`config.mk`:
```
export PLATFORM = sky130hd
export DESIGN_NAME = ifsb_top
export DESIGN_NICKNAME = d
export VERILOG_FILES = /design/src/verilog/ifsb_pkg.sv /design/src/verilog/ifsb_apb_port.sv /design/src/verilog/ifsb_sticky_bank.sv /design/src/verilog/ifsb_top.sv
export SDC_FILE = /design/constraint.sdc
export NUM_CORES = 1
export LEC_CHECK = 0
export BUFFER_PORTS_ARGS = -buffer_cell sky130_fd_sc_hd__buf_4
export CORE_MARGIN = 2
export CORE_UTILIZATION = 42
export CTS_BUF_LIST = sky130_fd_sc_hd__clkbuf_2
export CTS_CLUSTER_DIAMETER = 60
export CTS_CLUSTER_SIZE = 25
export DETAILED_ROUTE_END_ITERATION = 16
export PLACE_DENSITY = 0.65
export REMOVE_ABC_BUFFERS = 1
export SLEW_MARGIN = 20
export SYNTH_ARGS = -nofsm -noshare
export SYNTH_HDL_FRONTEND = slang
export SYNTH_SLANG_ARGS = --single-unit
export TNS_END_PERCENT = 10
```
`constraint.sdc`:
```
create_clock -name clk -period 2.4 [get_ports clk]
set_input_delay 0 -clock clk [delete_from_list [all_inputs] [get_ports clk]]
set_output_delay 0 -clock clk [all_outputs]
set_load 0.005 [all_outputs]
```
`src/verilog/ifsb_pkg.sv`:
```
// Constants shared by the interrupt flag status bank and its helpers.
// Assumes a 32-bit APB bus and single-cycle request pulses from on-chip logic.
// Behaviour
// Transmit request of the first UART sets flag bit 12.
// Receive request of the first UART sets flag bit 11.
// Third timer request sets flag bit 8.
// Second timer request sets flag bit 7.
// A flag reads one after its request and holds until cleared.
// A flag reads zero while no request arrived since its last clear; a software write of one at OFS_FLAG or OFS_FSET also sets it.
// Flags reset to zero, software clears by writing zero, bit 15 reads zero.
package ifsb_pkg;

    localparam int          FLAG_W      = 16;
    localparam int          DATA_W      = 32;
    localparam int          ADDR_W      = 12;
    localparam int          STRB_W      = 4;

    localparam logic [11:0] OFS_FLAG    = 12'h000;
    localparam logic [11:0] OFS_MASK    = 12'h004;
    localparam logic [11:0] OFS_ISTAT   = 12'h008;
    localparam logic [11:0] OFS_OVRN    = 12'h00C;
    localparam logic [11:0] OFS_RAW     = 12'h010;
    localparam logic [11:0] OFS_FSET    = 12'h014;
    localparam logic [11:0] OFS_FCLR    = 12'h018;

    localparam logic [15:0] FLAG_RESET  = 16'h0000;
    localparam logic [15:0] MASK_RESET  = 16'h0000;
    localparam logic [15:0] IMPL_BITS   = 16'h7FFF;

    localparam int          BIT_EXT0    = 0;
    localparam int          BIT_ICAP1   = 1;
    localparam int          BIT_OCMP1   = 2;
    localparam int          BIT_TMR1    = 3;
    localparam int          BIT_DMA0    = 4;
    localparam int          BIT_ICAP2   = 5;
    localparam int          BIT_OCMP2   = 6;
    localparam int          BIT_TMR2    = 7;
    localparam int          BIT_TMR3    = 8;
    localparam int          BIT_SPIERR  = 9;
    localparam int          BIT_SPIEVT  = 10;
    localparam int          BIT_UARTRX  = 11;
    localparam int          BIT_UARTTX  = 12;
    localparam int          BIT_ADC     = 13;
    localparam int          BIT_DMA1    = 14;

endpackage : ifsb_pkg

```
`src/verilog/ifsb_apb_port.sv`:
```
// APB handshake for the flag bank: no wait states, error on unmapped address.
// Assumes the master keeps the request stable until pready is seen high.
`timescale 1ns/1ps
module ifsb_apb_port (
    input  wire logic clk,
    input  wire logic reset,
    input  wire logic psel,
    input  wire logic penable,
    input  wire logic pwrite,
    input  wire logic mapped,
    output logic      pready,
    output logic      pslverr,
    output logic      setupCycle,
    output logic      wrCommit
);

    logic pready_q;
    logic pslverr_q;

    assign setupCycle = psel & ~penable;
    assign wrCommit   = psel & penable & pready_q & pwrite & ~pslverr_q;

    always_ff @(posedge clk) begin
        if (reset) begin
            pready_q  <= 1'b0;
            pslverr_q <= 1'b0;
        end else begin
            pready_q  <= setupCycle;
            pslverr_q <= setupCycle & ~mapped;
        end
    end

    assign pready  = pready_q;
    assign pslverr = pslverr_q;

endmodule : ifsb_apb_port

```
`src/verilog/ifsb_sticky_bank.sv`:
```
// A bank of sticky bits with hardware set, software write and software clear.
// Assumes all inputs come from logic on the same clock.
`timescale 1ns/1ps
module ifsb_sticky_bank #(
    parameter int          WIDTH = 16,
    parameter logic [15:0] IMPL  = 16'hFFFF,
    parameter logic [15:0] INIT  = 16'h0000
) (
    input  wire logic             clk,
    input  wire logic             reset,
    input  wire logic [WIDTH-1:0] setVec,
    input  wire logic [WIDTH-1:0] clrVec,
    input  wire logic [WIDTH-1:0] wrMask,
    input  wire logic [WIDTH-1:0] wrData,
    output logic      [WIDTH-1:0] bits
);

    logic      [WIDTH-1:0] bits_q;
    wire logic [WIDTH-1:0] bits_d;

    genvar i;
    generate
        for (i = 0; i < WIDTH; i++) begin : g_bit
            // Set is applied last so an event in the clearing cycle is kept.
            wire logic wrVal = wrMask[i] ? wrData[i] : bits_q[i];
            assign bits_d[i] = IMPL[i] & (setVec[i] | (wrVal & ~clrVec[i]));
        end
    endgenerate

    // One register process for the whole bank keeps a single driver per variable.
    always_ff @(posedge clk) begin
        if (reset) begin
            bits_q <= INIT[WIDTH-1:0];
        end else begin
            bits_q <= bits_d;
        end
    end

    assign bits = bits_q;

endmodule : ifsb_sticky_bank

```
`src/verilog/ifsb_top.sv`:
```
// Interrupt flag status bank zero with its APB slave and interrupt output.
// Assumes request inputs are synchronous pulses or levels from peripherals
// on clk, and an APB master on the same clock.
`timescale 1ns/1ps
module ifsb_top #(
    parameter int ADDR_W = ifsb_pkg::ADDR_W
) (
    input  wire logic              clk,
    input  wire logic              reset,
    input  wire logic              psel,
    input  wire logic              penable,
    input  wire logic              pwrite,
    input  wire logic [ADDR_W-1:0] paddr,
    input  wire logic [31:0]       pwdata,
    input  wire logic [3:0]        pstrb,
    output logic      [31:0]       prdata,
    output logic                   pready,
    output logic                   pslverr,
    output logic                   irq,
    input  wire logic              extIrqZeroReq,
    input  wire logic              inCaptureFirstReq,
    input  wire logic              outCompareFirstReq,
    input  wire logic              timerFirstReq,
    input  wire logic              dmaCh0DoneReq,
    input  wire logic              inCaptureSecondReq,
    input  wire logic              outCompareSecondReq,
    input  wire logic              timerSecondReq,
    input  wire logic              timerThirdReq,
    input  wire logic              spiFirstErrorReq,
    input  wire logic              spiFirstEventReq,
    input  wire logic              uartFirstRxReq,
    input  wire logic              uartFirstTxReq,
    input  wire logic              adcFirstDoneReq,
    input  wire logic              dmaCh1DoneReq,
    output logic                   externalIrqZeroFlag,
    output logic                   inCaptureFirstFlag,
    output logic                   outCompareFirstFlag,
    output logic                   timerFirstFlag,
    output logic                   dmaCh0DoneFlag,
    output logic                   inCaptureSecondFlag,
    output logic                   outCompareSecondFlag,
    output logic                   timerSecondFlag,
    output logic                   timerThirdFlag,
    output logic                   spiFirstErrorFlag,
    output logic                   spiFirstEventFlag,
    output logic                   uartFirstRxFlag,
    output logic                   uartFirstTxFlag,
    output logic                   adcFirstDoneFlag,
    output logic                   dmaCh1DoneFlag
);

    localparam int W = ifsb_pkg::FLAG_W;

    logic [W-1:0]  reqVec;
    logic [W-1:0]  flags;
    logic [W-1:0]  intMask;
    logic [W-1:0]  intStat;
    logic [W-1:0]  overrun;
    logic [W-1:0]  rawReq_q;
    logic [31:0]   prdata_q;
    logic          irq_q;
    logic          setupCycle;
    logic          wrCommit;

    // Bit 15 has no source and is tied low.
    assign reqVec[15]                    = 1'b0;
    assign reqVec[ifsb_pkg::BIT_EXT0]    = extIrqZeroReq;
    assign reqVec[ifsb_pkg::BIT_ICAP1]   = inCaptureFirstReq;
    assign reqVec[ifsb_pkg::BIT_OCMP1]   = outCompareFirstReq;
    assign reqVec[ifsb_pkg::BIT_TMR1]    = timerFirstReq;
    assign reqVec[ifsb_pkg::BIT_DMA0]    = dmaCh0DoneReq;
    assign reqVec[ifsb_pkg::BIT_ICAP2]   = inCaptureSecondReq;
    assign reqVec[ifsb_pkg::BIT_OCMP2]   = outCompareSecondReq;
    assign reqVec[ifsb_pkg::BIT_TMR2]    = timerSecondReq;
    assign reqVec[ifsb_pkg::BIT_TMR3]    = timerThirdReq;
    assign reqVec[ifsb_pkg::BIT_SPIERR]  = spiFirstErrorReq;
    assign reqVec[ifsb_pkg::BIT_SPIEVT]  = spiFirstEventReq;
    assign reqVec[ifsb_pkg::BIT_UARTRX]  = uartFirstRxReq;
    assign reqVec[ifsb_pkg::BIT_UARTTX]  = uartFirstTxReq;
    assign reqVec[ifsb_pkg::BIT_ADC]     = adcFirstDoneReq;
    assign reqVec[ifsb_pkg::BIT_DMA1]    = dmaCh1DoneReq;

    // Address decode.  Only word-aligned addresses are mapped.
    wire logic        aligned = (paddr[1:0] == 2'b00);
    wire logic [11:0] addr12  = 12'(paddr);
    wire logic        hitFlag = aligned & (addr12 == ifsb_pkg::OFS_FLAG);
    wire logic        hitMask = aligned & (addr12 == ifsb_pkg::OFS_MASK);
    wire logic        hitStat = aligned & (addr12 == ifsb_pkg::OFS_ISTAT);
    wire logic        hitOvrn = aligned & (addr12 == ifsb_pkg::OFS_OVRN);
    wire logic        hitRaw  = aligned & (addr12 == ifsb_pkg::OFS_RAW);
    wire logic        hitFset = aligned & (addr12 == ifsb_pkg::OFS_FSET);
    wire logic        hitFclr = aligned & (addr12 == ifsb_pkg::OFS_FCLR);
    wire logic        mapped  = hitFlag | hitMask | hitStat | hitOvrn
                              | hitRaw | hitFset | hitFclr;

    // Byte lanes 0 and 1 carry the 16 register bits; lanes 2 and 3 are ignored.
    wire logic [W-1:0] laneMask = {{8{pstrb[1]}}, {8{pstrb[0]}}};
    wire logic [W-1:0] wrBits   = pwdata[W-1:0] & laneMask;
    wire logic [W-1:0] zeroVec  = 16'h0000;

    wire logic [W-1:0] flagWrMask = (wrCommit & hitFlag) ? laneMask : zeroVec;
    wire logic [W-1:0] maskWrMask = (wrCommit & hitMask) ? laneMask : zeroVec;
    wire logic [W-1:0] flagSetSw  = (wrCommit & hitFset) ? wrBits : zeroVec;
    wire logic [W-1:0] flagClrSw  = (wrCommit & hitFclr) ? wrBits : zeroVec;
    wire logic [W-1:0] statClrSw  = (wrCommit & hitStat) ? wrBits : zeroVec;
    wire logic [W-1:0] ovrnClrSw  = (wrCommit & hitOvrn) ? wrBits : zeroVec;

    // A request that meets an already set flag is remembered as an overrun,
    // so software can tell that it has missed at least one event.
    wire logic [W-1:0] lostReq    = reqVec & flags;
    wire logic [W-1:0] flagSet    = reqVec | flagSetSw;

    ifsb_apb_port u_apb (
        .clk        (clk),
        .reset      (reset),
        .psel       (psel),
        .penable    (penable),
        .pwrite     (pwrite),
        .mapped     (mapped),
        .pready     (pready),
        .pslverr    (pslverr),
        .setupCycle (setupCycle),
        .wrCommit   (wrCommit)
    );

    // Flags are set by their sources, kept until cleared, and software
    // clears a bit by writing zero to it through the plain flag offset.
    ifsb_sticky_bank #(
        .WIDTH  (W),
        .IMPL   (ifsb_pkg::IMPL_BITS),
        .INIT   (ifsb_pkg::FLAG_RESET)
    ) u_flags (
        .clk    (clk),
        .reset  (reset),
        .setVec (flagSet),
        .clrVec (flagClrSw),
        .wrMask (flagWrMask),
        .wrData (wrBits),
        .bits   (flags)
    );

    ifsb_sticky_bank #(
        .WIDTH  (W),
        .IMPL   (ifsb_pkg::IMPL_BITS),
        .INIT   (ifsb_pkg::MASK_RESET)
    ) u_mask (
        .clk    (clk),
        .reset  (reset),
        .setVec (zeroVec),
        .clrVec (zeroVec),
        .wrMask (maskWrMask),
        .wrData (wrBits),
        .bits   (intMask)
    );

    ifsb_sticky_bank #(
        .WIDTH  (W),
        .IMPL   (ifsb_pkg::IMPL_BITS),
        .INIT   (ifsb_pkg::FLAG_RESET)
    ) u_stat (
        .clk    (clk),
        .reset  (reset),
        .setVec (reqVec),
        .clrVec (statClrSw),
        .wrMask (zeroVec),
        .wrData (zeroVec),
        .bits   (intStat)
    );

    ifsb_sticky_bank #(
        .WIDTH  (W),
        .IMPL   (ifsb_pkg::IMPL_BITS),
        .INIT   (ifsb_pkg::FLAG_RESET)
    ) u_ovrn (
        .clk    (clk),
        .reset  (reset),
        .setVec (lostReq),
        .clrVec (ovrnClrSw),
        .wrMask (zeroVec),
        .wrData (zeroVec),
        .bits   (overrun)
    );

    // Read selection.  Unused upper bits and unmapped offsets read zero.
    wire logic [W-1:0] rdSel =
          hitFlag ? flags
        : hitMask ? intMask
        : hitStat ? intStat
        : hitOvrn ? overrun
        : hitRaw  ? rawReq_q
        : hitFset ? flags
        : hitFclr ? flags
        : zeroVec;
    wire logic [31:0]  rdWord  = {16'h0000, rdSel};
    wire logic         irqNext = |(intStat & intMask);

    // Read data is captured at the setup edge so that it is stable for the
    // whole access phase; a flag set during that phase shows on the next read.
    always_ff @(posedge clk) begin
        if (reset) begin
            prdata_q <= 32'h0000_0000;
        end else if (setupCycle & ~pwrite) begin
            prdata_q <= rdWord;
        end
    end

    always_ff @(posedge clk) begin
        if (reset) begin
            irq_q    <= 1'b0;
            rawReq_q <= 16'h0000;
        end else begin
            irq_q    <= irqNext;
            rawReq_q <= reqVec;
        end
    end

    assign prdata = prdata_q;
    assign irq    = irq_q;

    // Per-source flag outputs come straight from the flag flip-flops.
    assign externalIrqZeroFlag  = flags[ifsb_pkg::BIT_EXT0];
    assign inCaptureFirstFlag   = flags[ifsb_pkg::BIT_ICAP1];
    assign outCompareFirstFlag  = flags[ifsb_pkg::BIT_OCMP1];
    assign timerFirstFlag       = flags[ifsb_pkg::BIT_TMR1];
    assign dmaCh0DoneFlag       = flags[ifsb_pkg::BIT_DMA0];
    assign inCaptureSecondFlag  = flags[ifsb_pkg::BIT_ICAP2];
    assign outCompareSecondFlag = flags[ifsb_pkg::BIT_OCMP2];
    assign timerSecondFlag      = flags[ifsb_pkg::BIT_TMR2];
    assign timerThirdFlag       = flags[ifsb_pkg::BIT_TMR3];
    assign spiFirstErrorFlag    = flags[ifsb_pkg::BIT_SPIERR];
    assign spiFirstEventFlag    = flags[ifsb_pkg::BIT_SPIEVT];
    assign uartFirstRxFlag      = flags[ifsb_pkg::BIT_UARTRX];
    assign uartFirstTxFlag      = flags[ifsb_pkg::BIT_UARTTX];
    assign adcFirstDoneFlag     = flags[ifsb_pkg::BIT_ADC];
    assign dmaCh1DoneFlag       = flags[ifsb_pkg::BIT_DMA1];

endmodule : ifsb_top
```
## Word level (Yosys, flattened, before mapping)

Index checks and enable logic that the tools add are counted.

| word-level totals | value |
|---|---|
| register bits after elaboration | 98 |
| bits in latches | 0 |
| bits in writable memories | 0 |
| memory bits (read-only) | 0 |
| input bits | 68 |
| word-level logic and storage cells | 233 |
| memories kept | 0 |

| operators by class | value |
|---|---|
| add/subtract/negate cells | 0 |
| multiply operators | 0 |
| divide/modulo/power cells | 0 |
| $lt $le $gt $ge | 0 |
| equal/unequal tests | 6 |
| shifts and indexed selects | 0 |
| mux-type cells | 28 |
| bitwise gates (word level) | 169 |
| reductions and logical operators | 3 |

Operators with widths:

| operator | number |
|---|---|
| 15-bit two-way mux | 8 |
| 16-bit two-way mux | 5 |
| 1-bit AND | 65 |
| 1-bit bitwise OR | 51 |
| 1-bit inverter | 49 |
| 12-bit by 5-bit equality test with 1-bit output (second input constant) | 3 |
| 15-bit AND | 2 |
| 12-bit by 4-bit equality test with 1-bit output (second input constant) | 2 |
| 16-bit AND | 1 |
| 16-bit OR reduction | 1 |
| 1-bit two-way mux | 15 |
| 15-bit bitwise OR | 1 |
| 12-bit by 3-bit equality test with 1-bit output (second input constant) | 1 |
| 12-bit logical NOT | 1 |
| 2-bit logical NOT | 1 |

## Depth between registers and ports, before layout

| depth | value |
|---|---|
| word-level depth | 10 |
| gate-level depth with buffers | 7 |
| depth with buffers taken out | 4 |

## By module

A second synthesis with hierarchy kept.

| unflattened totals | value |
|---|---|
| cell total of the unflattened synthesis | 748 |
| area total of the unflattened synthesis | 6527.5 um^2 |

Modules (own cells, without submodules):

| module | times used | cells an instance | area each (um^2) | seq. area each (um^2) |
|---|---|---|---|---|
| ifsb_top | 1 | 481 | 3354.5 | 640.6 |
| ifsb_sticky_bank | 4 | 65 | 773.2 | 300.3 |
| ifsb_apb_port | 1 | 7 | 80.1 | 40.0 |

## Worst setup path before layout

No wires, ideal clock.

| timing path | value |
|---|---|
| path kind | register to register |
| start point | reg u_apb.pslverr_q, in the netlist u_apb.pslverr |
| end point | reg u_mask.bits_q[1], in the netlist u_mask.bits[1] |
| data arrival time | 1880 ps |
| setup slack | 387 ps |
| stages on the path, launching flop included | 7 |
| period minus slack after synthesis | 2013 ps |
| cells stage by stage | dfxtp_1 -> or4b_2 -> or4_4 -> buf_6 -> buf_8 -> o21ai_0 -> a21oi_1 |

| on the way | value |
|---|---|
| word-level cells in the longest chain between the ends | 4 |

RTL lines:

| what | line | RTL |
|---|---|---|
| start: declaration | ifsb_apb_port.sv:18 | `logic pslverr_q;` |
| start signal: assignment | ifsb_apb_port.sv:29 | `pslverr_q <= setupCycle & ~mapped;` |
| 1-bit inverter | ifsb_apb_port.sv:21 | `assign wrCommit = psel & penable & pready_q & pwrite & ~pslverr_q;` |
| 1-bit AND | ifsb_apb_port.sv:21 |  |
| 1-bit AND | ifsb_top.sv:102 | `wire logic [W-1:0] maskWrMask = (wrCommit & hitMask) ? laneMask : zeroVec;` |
| 15-bit two-way mux | ifsb_top.sv:102 |  |
| end signal: assignment | ifsb_sticky_bank.sv:33 | `bits_q <= INIT[WIDTH-1:0];` |
| end signal: assignment | ifsb_sticky_bank.sv:35 | `bits_q <= bits_d;` |
| end: declaration | ifsb_sticky_bank.sv:18 | `logic [WIDTH-1:0] bits_q;` |

Every way passes these cells.
A chain may end at the register's enable or synchronous reset.

## Worst setup path in the final report

| timing path | value |
|---|---|
| start point | reg u_apb.pslverr_q, in the netlist u_apb.pslverr |
| end point | reg u_mask.bits_q[2], in the netlist u_mask.bits[2] |

Same word-level chain as after synthesis.

==> impl_metrics.json <==
{
  "tightest_slew_ns": 0.693,
  "final_max_slew_viol_count": 0,
  "ys_ff_latch": 93,
  "cts_tree": "built",
  "nets": 792,
  "routed_wl_um": 16100,
  "grt_max_degree": 47,
  "worst-path-max-fanout": 8,
  "num_vias": 5170,
  "maxSlewHeadroom_pct": 53.7,
  "period_share_pct": 97.3,
  "synth-main-ff-cell": "dfxtp_1",
  "setup_violations": 0,
  "wire_per_inst_um": 18.5,
  "power_density_nw_per_um2": 469,
  "hold_class": "primary input to register",
  "crit_family": "simple AND/OR/NAND/NOR gates",
  "cts_max_level": 3,
  "dieArea_sq_um": 12500,
  "multi_input_area_sq_um": 2650,
  "first_global_vias": 4987,
  "ys_seq_area_share_pct": 38.2,
  "syn_area_sq_um": 4880,
  "std_cell_rows": 39,
  "layout-drive-gt1-share_pct": 19.3,
  "syn_avg_cell_area_sq_um": 8.23,
  "setup-tns-final_ns": 0,
  "track_usage_pct": 25.8,
  "drcViolationCount": 0,
  "dp_slack_ns": 0.348,
  "synth_top_area_share_pct": 38.2,
  "synth_area_leader_cell": "dfxtp_1",
  "hold_violations": 0,
  "start_util_pct": 42.9,
  "critPathSlowestCell": "or4b_2",
  "die_h_um": 112,
  "layout_commonest_cell": "buf_4",
  "ios": 118,
  "critPathKind": "register to register",
  "firstDrtPassIters": 5,
  "cap_violations": 0,
  "clk_latency_ns": 0.58,
  "fmax_mhz": 428,
  "fin_skew_ns": 0.0155,
  "clockBufferDepth": 2,
  "cts_buffers": 9,
  "status": "finished clean",
  "ir_drop_v": 0.000238,
  "path_clk_slew_ns": 0.23,
  "syn2layout_area_growth_pct": 28.5,
  "p_leak_uw": 0.00255,
  "cp-start-kind": "register",
  "port-buffer-count": 81,
  "final_cell_mix": "104 x buf_4, 92 x dfxtp_1, 60 x nor2_1, 60 x dlygate4sd3_1, 38 x a21oi_1",
  "dr.first_iter.drc_count": 540,
  "grt_remaining_overflow": 0,
  "coreArea_sq_um": 11400,
  "ys_types": 50,
  "synth.area.top_cells": "dfxtp_1 38%, a311oi_1 5.4%, nor2_1 4.6%",
  "gp_congestion": 0.859,
  "routed_via_density": 5.94,
  "cts.sinks": 93,
  "hold_slack_ns": 0.0376,
  "nFillCells": 1070,
  "crit_path_cell_trace": "or4b_2 > dlygate4sd3_1 > nor4_2 > buf_4 > nand3_1 > a21oi_1",
  "dp_hpwl_um": 10100,
  "grt_antenna_before_repair": 1,
  "slowest_delay_ns": 0.68,
  "grt_pass1_wl_um": 25900,
  "syn_inst": 593,
  "fin_crit_ns": 2.34,
  "seqCellArea_sq_um": 1860,
  "cp-end-kind": "register",
  "cp_num_buf_inv": 2,
  "synth_edf_count": 0,
  "yosys_warnings": 0,
  "crit_required_ns": 2.93,
  "cts-root-buf": "clkbuf_2",
  "rsz0062_at_grt": "false",
  "die_width_um": 112,
  "fin_ws_ns": 0.0641,
  "antenna_left": 0,
  "worstPathArrival_ns": 2.86,
  "async_reset_ff_share_pct": 0
}
==> cell usage after synthesis, drive strengths merged (5+ instances only) <==
master,number
nor2b,17
o31ai,14
nor3,7
a221oi,17
mux2i,15
dfxtp,93
inv,31
clkbuf,34
buf,26
a21oi,38
o22ai,14
a221o,8
a311oi,30
a31o,7
a31oi,10
o21ai,38
a22o,16
nor4,5
nand2,32
nor2,60
o21bai,8
a41oi,7
nand3,35
==> metrics by stage <==
step | total power [uW] | instance area (sq um) | util, % | instances
after global routing | 3060 | 6270 | 55.1 | 871
final | 2940 | 6270 | 55.1 | 871
after detailed placement | 2240 | 5580 | 49.1 | 795
after global placement | 2220 | 5580 | 49.1 | 795
after floorplan | 1960 | 4620 | - | 549
after CTS | 2940 | 6250 | 55.0 | 869
==> worst reg2reg max path, cell delays in order (launching register included) <==
cell	delay (ns)
dfxtp_2	0.38
or4b_2	0.68
dlygate4sd3_1	0.59
nor4_2	0.16
buf_4	0.22
nand3_1	0.09
a21oi_1	0.17
==> flip-flops by register name, indices dropped and copies added, names as in the netlist <==
register and flops:
u_ovrn.bits 15, prdata 15, u_apb.pslverr 1, rawReq_q 15, u_flags.bits 15, u_mask.bits 15
irq 1, u_stat.bits 15, u_apb.pready 1
==> kinds of logic after synthesis <==
family / Yosys count / share of synthesized area (%)
muxes: 16 / 3.31
buffers and inverters: 92 / 8.95
AOI/OAI and AO/OA: 213 / 30.8
DFF: 93 / 38.2
and+or+nand+nor: 178 / 18.7
other: 1 / 0.0769
==> path summary, 6_finish.rpt <==
kind / slack [ns] / from / endpoint / cells after the start
min reg2reg: 0.47 / prdata[4] / prdata[4] / 2
min: 0.04 / paddr[10] / u_mask.bits[4] / 6
max reg2reg: 0.06 / u_apb.pslverr / u_mask.bits[2] / 6
max: 0.06 / u_apb.pslverr / u_mask.bits[2] / 6
==> where the power goes <==
part	switching [uW]	internal, uW
registers	77.5	1620
clock network	517	120
logic	300	304
==> routing by layer <==
metal  part of all wire, %  track usage [%]  wire (um)
met1                    43             34.4       6960
met2                    48             43.1       7730
met3                   6.7             2.89       1080
met4                   1.9             10.0        311
met5                     0                0          0
==> final cells by class <==
class                           instances  area share (%)
Antenna cell                            1          0.0399
Clock buffer                           10           0.799
Clock inverter                          4           0.279
Inverter                               32            1.92
Multi-Input combinational cell        424            42.3
Sequential cell                        93            29.7
Tap cell                              143            2.85
Timing Repair Buffer                  164            22.0
==> repair_timing <==
action / 4_1_cts / 5_1_grt
endpoints found under the hold margin: 78 / 0
setup endpoints to repair: 0 / 10
gates resized for setup: 0 / 2
setup buffers: 0 / 1
hold buffers: 60 / 0
Note: power is estimated with default switching activity, not from simulation.
